===== config.mk =====
export PLATFORM = sky130hd
export DESIGN_NAME = dfp_ctrl
export DESIGN_NICKNAME = d
export VERILOG_FILES = /design/src/design/dfp_pkg.sv /design/src/design/dfp_sync.sv /design/src/design/dfp_ctrl.sv
export SDC_FILE = /design/constraint.sdc
export NUM_CORES = 1
export LEC_CHECK = 0
export BUFFER_PORTS_ARGS = -buffer_cell sky130_fd_sc_hd__buf_2
export CELL_PAD_IN_SITES_DETAIL_PLACEMENT = 0
export CELL_PAD_IN_SITES_GLOBAL_PLACEMENT = 2
export CORE_MARGIN = 4
export CORE_UTILIZATION = 36
export CTS_CLUSTER_DIAMETER = 120
export DETAILED_ROUTE_END_ITERATION = 7
export PLACE_DENSITY_LB_ADDON = 0.25
export SLEW_MARGIN = 30
export SYNTH_ARGS = -nofsm -noshare
export SYNTH_HDL_FRONTEND = slang
export SYNTH_SLANG_ARGS = --single-unit
export TNS_END_PERCENT = 100

===== constraint.sdc =====
create_clock -name mclk -period 2.4 [get_ports mclk]
set_input_delay 0.24 -clock mclk [delete_from_list [all_inputs] [get_ports mclk]]
set_output_delay 0.24 -clock mclk [all_outputs]
set_load 0.05 [all_outputs]

===== src/design/dfp_pkg.sv =====
package dfp_pkg;

  // ==========================================================
  // register map
  localparam logic [7:0]  REG_LOW        = 8'h00;
  localparam logic [7:0]  REG_HIGH       = 8'h01;
  localparam logic [7:0]  REG_RANGE      = 8'h02;
  localparam logic [15:0] REG_LOW_RST    = 16'h0000;
  localparam logic [9:0]  REG_HIGH_RST   = 10'h000;
  localparam logic        OE_CTRL_RST    = 1'b0;

  // ==========================================================
  // field layout
  localparam int          LOW_W          = 16;
  localparam int          HIGH_W         = 10;
  localparam int          WORD_W         = 26;
  localparam int          RANGE_W        = 4;
  localparam int          OE_BIT         = 10;
  localparam int          HIGH_PAD_W     = 5;
  localparam int          RANGE_PAD_W    = 12;

  // ==========================================================
  // offset word limits, two's complement
  localparam logic [25:0] OFFSET_ZERO    = 26'h0000000;
  localparam logic [25:0] OFFSET_POS_MAX = 26'h1FFFFFF;
  localparam logic [25:0] OFFSET_NEG_MAX = 26'h2000001;
  localparam logic [25:0] OFFSET_OUTSIDE = 26'h2000000;

  // ==========================================================
  // serial port
  localparam logic [6:0]  DEV_ADDR       = 7'h60;
  localparam logic        RW_WRITE       = 1'b1;
  localparam logic [3:0]  BIT_LAST       = 4'h7;
  localparam logic [3:0]  BIT_ACK        = 4'h8;
  localparam int          SYNC_W         = 8;
  localparam logic [1:0]  STRAP_TAKE     = 2'h2;

  // ==========================================================
  // timing
  localparam int          MCLK_PERIOD_PS = 4000;
  localparam int          SCL_MAX_KHZ    = 1000;
  localparam int          SCL_MIN_PER_PS = 1000000000 / SCL_MAX_KHZ;
  localparam int          SCL_MIN_CYC    = SCL_MIN_PER_PS / MCLK_PERIOD_PS;

  typedef enum logic [2:0] {
    ST_IDLE,
    ST_DEV,
    ST_REG,
    ST_WDATA,
    ST_RDATA,
    ST_IGNORE
  } dfp_state_e;

endpackage


===== src/design/dfp_sync.sv =====
`timescale 1ns/1ps
module dfp_sync #(
  parameter int               WIDTH   = 1,
  parameter logic [WIDTH-1:0] RST_VAL = '0
) (
  input  wire logic             clk,
  input  wire logic             resetn,
  input  wire logic [WIDTH-1:0] d,
  output logic      [WIDTH-1:0] q
);

  // ==========================================================
  // two stage synchroniser, first stage read only by second
  logic [WIDTH-1:0] meta_r;

  always_ff @(posedge clk) begin
    if (!resetn) begin
      meta_r <= RST_VAL;
      q      <= RST_VAL;
    end else begin
      meta_r <= d;
      q      <= meta_r;
    end
  end

endmodule


===== src/design/dfp_ctrl.sv =====
`timescale 1ns/1ps
// ==========================================================
module dfp_ctrl (
  input  wire logic                         mclk,
  input  wire logic                         resetn,
  input  wire logic                         scl_in,
  input  wire logic                         sda_in,
  output logic                              sda_out,
  output logic                              sda_oe,
  input  wire logic                         oe_hw_mode,
  input  wire logic                         oe_pin,
  input  wire logic [dfp_pkg::RANGE_W-1:0]  factory_range,
  output logic      [dfp_pkg::WORD_W-1:0]   freq_word,
  output logic                              freq_update,
  output logic      [dfp_pkg::RANGE_W-1:0]  pull_range,
  output logic                              out_enable
);
  import dfp_pkg::*;

  // ==========================================================
  // pin synchronisers
  logic [SYNC_W-1:0] sync_q;
  wire               scl_s;
  wire               sda_s;
  wire               hw_mode_s;
  wire               oe_pin_s;
  wire [RANGE_W-1:0] strap_s;

  // idle bus is high, so scl and sda come out of reset high
  dfp_sync #(
    .WIDTH   (SYNC_W),
    .RST_VAL (8'hC0)
  ) u_sync (
    .clk    (mclk),
    .resetn (resetn),
    .d      ({scl_in, sda_in, oe_hw_mode, oe_pin, factory_range}),
    .q      (sync_q)
  );

  assign scl_s     = sync_q[7];
  assign sda_s     = sync_q[6];
  assign hw_mode_s = sync_q[5];
  assign oe_pin_s  = sync_q[4];
  assign strap_s   = sync_q[3:0];

  // ==========================================================
  // bus event detection
  logic scl_q_r;
  logic sda_q_r;

  always_ff @(posedge mclk) begin
    if (!resetn) begin
      scl_q_r <= 1'b1;
      sda_q_r <= 1'b1;
    end else begin
      scl_q_r <= scl_s;
      sda_q_r <= sda_s;
    end
  end

  // 250 MHz sampling leaves ample margin on a 1 MHz clock
  wire scl_rise  = scl_s & ~scl_q_r;
  wire scl_fall  = ~scl_s & scl_q_r;
  wire start_det = scl_s & scl_q_r & sda_q_r & ~sda_s;
  wire stop_det  = scl_s & scl_q_r & ~sda_q_r & sda_s;

  // the fall that closes a start carries no bit, so it must not be counted
  logic seen_rise_r;

  always_ff @(posedge mclk) begin
    if (!resetn) begin
      seen_rise_r <= 1'b0;
    end else if (start_det) begin
      seen_rise_r <= 1'b0;
    end else if (scl_rise) begin
      seen_rise_r <= 1'b1;
    end
  end

  // ==========================================================
  // serial state
  dfp_state_e  st_r;
  logic [3:0]  cnt_r;
  logic [7:0]  shift_r;
  logic [7:0]  tx_r;
  logic [7:0]  ptr_r;
  logic [7:0]  hold_r;
  logic        hi_r;
  logic        rd_hi_r;
  logic        oe_drv_r;

  logic [15:0] low_word_r;
  logic [9:0]  high_word_r;
  logic        oe_ctrl_r;
  logic [3:0]  range_r;
  logic [1:0]  strap_cnt_r;
  logic [25:0] freq_word_r;
  logic        update_r;

  wire [7:0]  ptr_nxt    = ptr_r + 8'h01;
  wire        byte_done  = scl_fall & (cnt_r == BIT_LAST);
  wire        ack_end    = scl_fall & (cnt_r == BIT_ACK);
  wire        addr_match = (shift_r[7:1] == DEV_ADDR);
  wire        wr_fire    = byte_done & (st_r == ST_WDATA) & ~hi_r;
  wire [15:0] wr_word    = {hold_r, shift_r};

  // ==========================================================
  // register read decode
  wire [15:0] rd_low   = low_word_r;
  wire [15:0] rd_high  = {{HIGH_PAD_W{1'b0}}, oe_ctrl_r, high_word_r};
  wire [15:0] rd_range = {{RANGE_PAD_W{1'b0}}, range_r};
  wire [15:0] rd_word  = (ptr_r == REG_LOW)   ? rd_low   :
                         (ptr_r == REG_HIGH)  ? rd_high  :
                         (ptr_r == REG_RANGE) ? rd_range : 16'h0000;
  wire [7:0]  rd_byte  = rd_hi_r ? rd_word[15:8] : rd_word[7:0];

  always_ff @(posedge mclk) begin
    if (!resetn) begin
      st_r     <= ST_IDLE;
      cnt_r    <= 4'h0;
      shift_r  <= 8'h00;
      tx_r     <= 8'hFF;
      ptr_r    <= 8'h00;
      hold_r   <= 8'h00;
      hi_r     <= 1'b1;
      rd_hi_r  <= 1'b1;
      oe_drv_r <= 1'b0;
    end else if (start_det) begin
      st_r     <= ST_DEV;
      cnt_r    <= 4'h0;
      oe_drv_r <= 1'b0;
    end else if (stop_det) begin
      st_r     <= ST_IDLE;
      cnt_r    <= 4'h0;
      oe_drv_r <= 1'b0;
    end else if (scl_rise && cnt_r < BIT_ACK) begin
      shift_r <= {shift_r[6:0], sda_s};
    end else if (byte_done) begin
      cnt_r <= BIT_ACK;
      case (st_r)
        ST_DEV: begin
          oe_drv_r <= addr_match;
          rd_hi_r  <= 1'b1;
          if (!addr_match) begin
            st_r <= ST_IGNORE;
          end else if (shift_r[0] == RW_WRITE) begin
            st_r <= ST_REG;
          end else begin
            st_r <= ST_RDATA;
          end
        end
        ST_REG: begin
          ptr_r    <= shift_r;
          hi_r     <= 1'b1;
          oe_drv_r <= 1'b1;
          st_r     <= ST_WDATA;
        end
        ST_WDATA: begin
          oe_drv_r <= 1'b1;
          hi_r     <= ~hi_r;
          if (hi_r) begin
            hold_r <= shift_r;
          end else begin
            ptr_r <= ptr_nxt;
          end
        end
        default: begin
          oe_drv_r <= 1'b0;
        end
      endcase
    end else if (ack_end) begin
      cnt_r <= 4'h0;
      if (st_r == ST_RDATA) begin
        // a master nack does not stop the slave, it keeps sending
        tx_r     <= rd_byte;
        oe_drv_r <= ~rd_byte[7];
        rd_hi_r  <= ~rd_hi_r;
        if (!rd_hi_r) begin
          ptr_r <= ptr_nxt;
        end
      end else begin
        oe_drv_r <= 1'b0;
      end
    end else if (scl_fall && seen_rise_r && cnt_r < BIT_LAST) begin
      cnt_r <= cnt_r + 4'h1;
      if (st_r == ST_RDATA) begin
        tx_r     <= {tx_r[6:0], 1'b1};
        oe_drv_r <= ~tx_r[6];
      end
    end
  end

  // ==========================================================
  // register file
  wire [25:0] commit_raw  = {wr_word[HIGH_W-1:0], low_word_r};
  // the one code below -full scale is pulled back inside the range
  wire [25:0] commit_word = (commit_raw == OFFSET_OUTSIDE) ? OFFSET_NEG_MAX
                                                           : commit_raw;
  wire        wr_low      = wr_fire & (ptr_r == REG_LOW);
  wire        wr_high     = wr_fire & (ptr_r == REG_HIGH);
  wire        wr_range    = wr_fire & (ptr_r == REG_RANGE);

  always_ff @(posedge mclk) begin
    if (!resetn) begin
      low_word_r  <= REG_LOW_RST;
      high_word_r <= REG_HIGH_RST;
      oe_ctrl_r   <= OE_CTRL_RST;
    end else begin
      if (wr_low) begin
        low_word_r <= wr_word;
      end
      if (wr_high) begin
        high_word_r <= wr_word[HIGH_W-1:0];
        oe_ctrl_r <= wr_word[OE_BIT];
      end
    end
  end

  always_ff @(posedge mclk) begin
    if (!resetn) begin
      freq_word_r <= OFFSET_ZERO;
      update_r    <= 1'b0;
    end else begin
      update_r <= wr_high;
      if (wr_high) begin
        freq_word_r <= commit_word;
      end
    end
  end

  // strap settles through the synchroniser before it is taken
  always_ff @(posedge mclk) begin
    if (!resetn) begin
      strap_cnt_r <= 2'h0;
      range_r     <= 4'h0;
    end else begin
      if (strap_cnt_r != 2'h3) begin
        strap_cnt_r <= strap_cnt_r + 2'h1;
      end
      if (strap_cnt_r == STRAP_TAKE) begin
        range_r <= strap_s;
      end else if (wr_range) begin
        range_r <= wr_word[RANGE_W-1:0];
      end
    end
  end

  // ==========================================================
  // outputs
  assign sda_out     = 1'b0;
  assign sda_oe      = oe_drv_r;
  assign freq_word   = freq_word_r;
  assign freq_update = update_r;
  assign pull_range  = range_r;
  assign out_enable  = hw_mode_s ? oe_pin_s : oe_ctrl_r;
endmodule


==> results.sh <==
export IMPL_yosys_area_top_type="dfxtp_1"
export IMPL_numPortBuffers=42
export IMPL_grt_usage_pct=17.9
export IMPL_synth_top_family_by_area="simple AND/OR/NAND/NOR gates"
export IMPL_fillers=1413
export IMPL_worstSetupStartpointType="register"
export IMPL_grt_pass1_wl_um=22600
export IMPL_tns_ns=0
export IMPL_synth_compound_area_share_pct=19.0
export IMPL_htreeDepth=4
export IMPL_pin_count=44
export IMPL_ys_ff_latch=120
export IMPL_critPathSlowestCell="o32a_1"
export IMPL_final_antenna_net_count=0
export IMPL_outcome="finished, final reports clean"
export IMPL_ys_flop_type="dfxtp_1"
export IMPL_fp_dieArea_sq_mm=0.0161
export IMPL_powerDensity_mw_per_mm2=777
export IMPL_hold_depth=2
export IMPL_dr_pass1_iters=4
export IMPL_fin_util_pct=43.9
export IMPL_synth_area_leaders="dfxtp_1 47%, nand2_1 10%, a21oi_1 9.4%"
export IMPL_synthMuxAreaShare_pct=4.03
export IMPL_vdd_drop_max_v=0.000452
export IMPL_r2r_cells=7
export IMPL_avgSynthCellArea_sq_um=8.34
export IMPL_wire_per_inst_um=16.5
export IMPL_clock_skew_final_ns=0.0218
export IMPL_layout_nets=670
export IMPL_maxSlewViolCount=0
export IMPL_antenna_cells=0
export IMPL_syn2layout_area_growth_pct=19.7
export IMPL_clock_latency_ns=0.43
export IMPL_hold_violations=0
export IMPL_final_cell_count_no_fill=845
export IMPL_holdWs_ns=0.0258
export IMPL_syn_num_nets=629
export IMPL_cts_tree="done"
export IMPL_core_sq_mm=0.0139
export IMPL_synth_fa_ha_area_share_pct=1.97
export IMPL_die_x_um=127
export IMPL_cts_path_max_buffers=2
export IMPL_worstSetupPathType="register to register"
export IMPL_r2r_start="cnt_r[0]"
export IMPL_numCtsBuffers=17
export IMPL_grt_overflow_total=0
export IMPL_post_cts_buffers=0
export IMPL_clk_pin_slew_ns=0.06
export IMPL_final_common_cell="nand2_1"
export IMPL_p_leak_uw=0.00229
export IMPL_hp_class="primary input to register"
export IMPL_wl_um=13900
export IMPL_crit_chain="inv_1, ha_1, and3b_1, nand3_1, o32a_1, o21bai_1, a211oi_1"
export IMPL_viasPerCell=5.15
export IMPL_synthXorXnorAreaFrac_pct=0.516
export IMPL_drv_cap=0
export IMPL_period_share_pct=86.2
export IMPL_rows=43
export IMPL_clock_fmax_ghz=0.483
export IMPL_synth_edff_count=0
export IMPL_die_h_um=127
export IMPL_cp_num_cells=7
export IMPL_synth_simple_area_share_pct=22.7
export IMPL_drive_gt1_share_pct=15.6
export IMPL_setup_viol=0
export IMPL_worst_ep_required_time_ns=2.73
export IMPL_dp_cells=811
export IMPL_antenna_found_initial=0
export IMPL_endpoint="ptr_r[0]"
export IMPL_yosysSeqAreaShare_pct=47.2
export IMPL_max_stage_delay_ns=0.55
export IMPL_cts_resized=0
export IMPL_rsz0062_at_grt="no"
export IMPL_root_buffer="clkbuf_16"
export IMPL_clock_sinks=120
export IMPL_dr_first_iter_drc_count=279
export IMPL_async_reset_ff_share_pct=0
export IMPL_critical_path_top_delay_family="compound AO/OA/AOI/OAI gates"
export IMPL_grt_max_degree=87
export IMPL_synth_top_area_share_pct=47.2
export IMPL_tightestPinTransition_ns=0.691
export IMPL_initial_core_util_pct=36.7
export IMPL_rrSetupSlack_ns=0.33
export IMPL_slew_headroom_pct=53.9
export IMPL_synthCells=611
export IMPL_finalCriticalPeriod_ns=2.07
export IMPL_crit_buf_inv=1
export IMPL_routabilityCongestion=0.827
export IMPL_vias=4355
export IMPL_critPathLaunch="cnt_r[0]"
export IMPL_hold_buffers=2
export IMPL_reg2reg_to="ptr_r[0]"
export IMPL_mostFrequentLayoutCells="142 x nand2_1, 120 x dfxtp_1, 96 x a21oi_1"
export IMPL_yosysWarnings=0
export IMPL_hpwl_um=9240
export IMPL_synth_area_sq_mm=0.00509
export IMPL_grt_pass1_vias=4278
export IMPL_cp_arrival_ns=2.40
export IMPL_endpoint_kind="register"
export IMPL_critPathMaxFanout=16
export IMPL_drc=0
export IMPL_synth_cell_types=60
worst reg2reg max path, cell delays in order, from the launching register on:
cell and delay (ns):
dfxtp_1 0.34, inv_1 0.07, ha_1 0.14, and3b_1 0.22, nand3_1 0.17, o32a_1 0.55, o21bai_1 0.26, a211oi_1 0.23
report_power, final:
part	internal [uW]	total (uW)	switching (uW)
registers	2030	2060	29.3
clock network	1550	2470	925
logic	62.9	200	137
through the flow:
step                power [uW]  setup slack, ns  instance area [sq um]
floorplan                 2240            0.557                   5090
global placement          2300            0.338                   5500
detailed placement        2300            0.340                   5500
CTS                       4800            0.356                   6090
global route              4920            0.136                   6090
finish                    4730            0.331                   6090
synth_stat cells, types with 3 or more instances:
cell type	instances
nor2b_1	6
nand3_1	11
and2_1	16
nor4_1	4
o31a_1	4
buf_2	5
o31ai_1	7
clkbuf_1	27
dfxtp_1	120
a21oi_1	96
ha_1	8
nor2_1	28
a32o_1	3
a211oi_1	5
a31oi_1	6
inv_1	11
mux2i_1	16
nand2b_1	10
o32ai_1	5
a41o_1	3
a22oi_1	3
nand2_1	142
nand3b_1	3
nor3_1	5
o21ai_0	18
and4_1	3
buf_4	4
kinds of logic (layout without fill, tap and decap cells):
| group | Yosys count | count (layout) |
|---|---|---|
| compound gates | 162 | 162 |
| simple gates | 246 | 246 |
| buf+inv | 52 | 106 |
| fa+ha+maj | 8 | 8 |
| other cells | 1 | 1 |
| flops | 120 | 120 |
| xor+xnor | 3 | 3 |
| mux | 19 | 19 |
worst min path at each step:
| stage | startpoint | to | slack, ns |
|---|---|---|---|
| after global routing | factory_range[3] | u_sync.meta_r[3] | 0.02 |
| after global placement | u_sync.meta_r[7] | u_sync.q[7] | 0.40 |
| final | factory_range[3] | u_sync.meta_r[3] | 0.03 |
| after CTS | factory_range[3] | u_sync.meta_r[3] | 0.001 |
| after floorplan | resetn | u_sync.meta_r[6] | 0.31 |
| after detailed placement | u_sync.meta_r[7] | u_sync.q[7] | 0.39 |
state kept, by name, indices dropped and copies added (netlist names), 7 cells and up:
name	count
high_word_r	10
ptr_r	8
u_sync.meta_r	8
shift_r	8
freq_word	26
tx_r	7
u_sync.q	8
low_word_r	16
hold_r	8
metal layers:
metal	track usage [%]	routed length [um]	up-vias	part of all wire, %
met4	7.76	194	0	1.4
met2	25.8	6110	90	44
met1	25.2	6960	2051	50
li1	-	-	2202	-
met5	0	0	-	0
met3	4.76	649	12	4.7
layout make-up:
cell class | instances | area (sq um) | share of cell area [%]
Multi-Input combinational cell | 439 | 2460 | 40.3
Sequential cell | 120 | 2400 | 39.4
Clock buffer | 20 | 447 | 7.33
Timing Repair Buffer | 62 | 390 | 6.41
Tap cell | 180 | 225 | 3.70
Clock inverter | 12 | 126 | 2.07
Inverter | 12 | 45.0 | 0.739
Note: power is estimated with default switching activity, not from simulation.
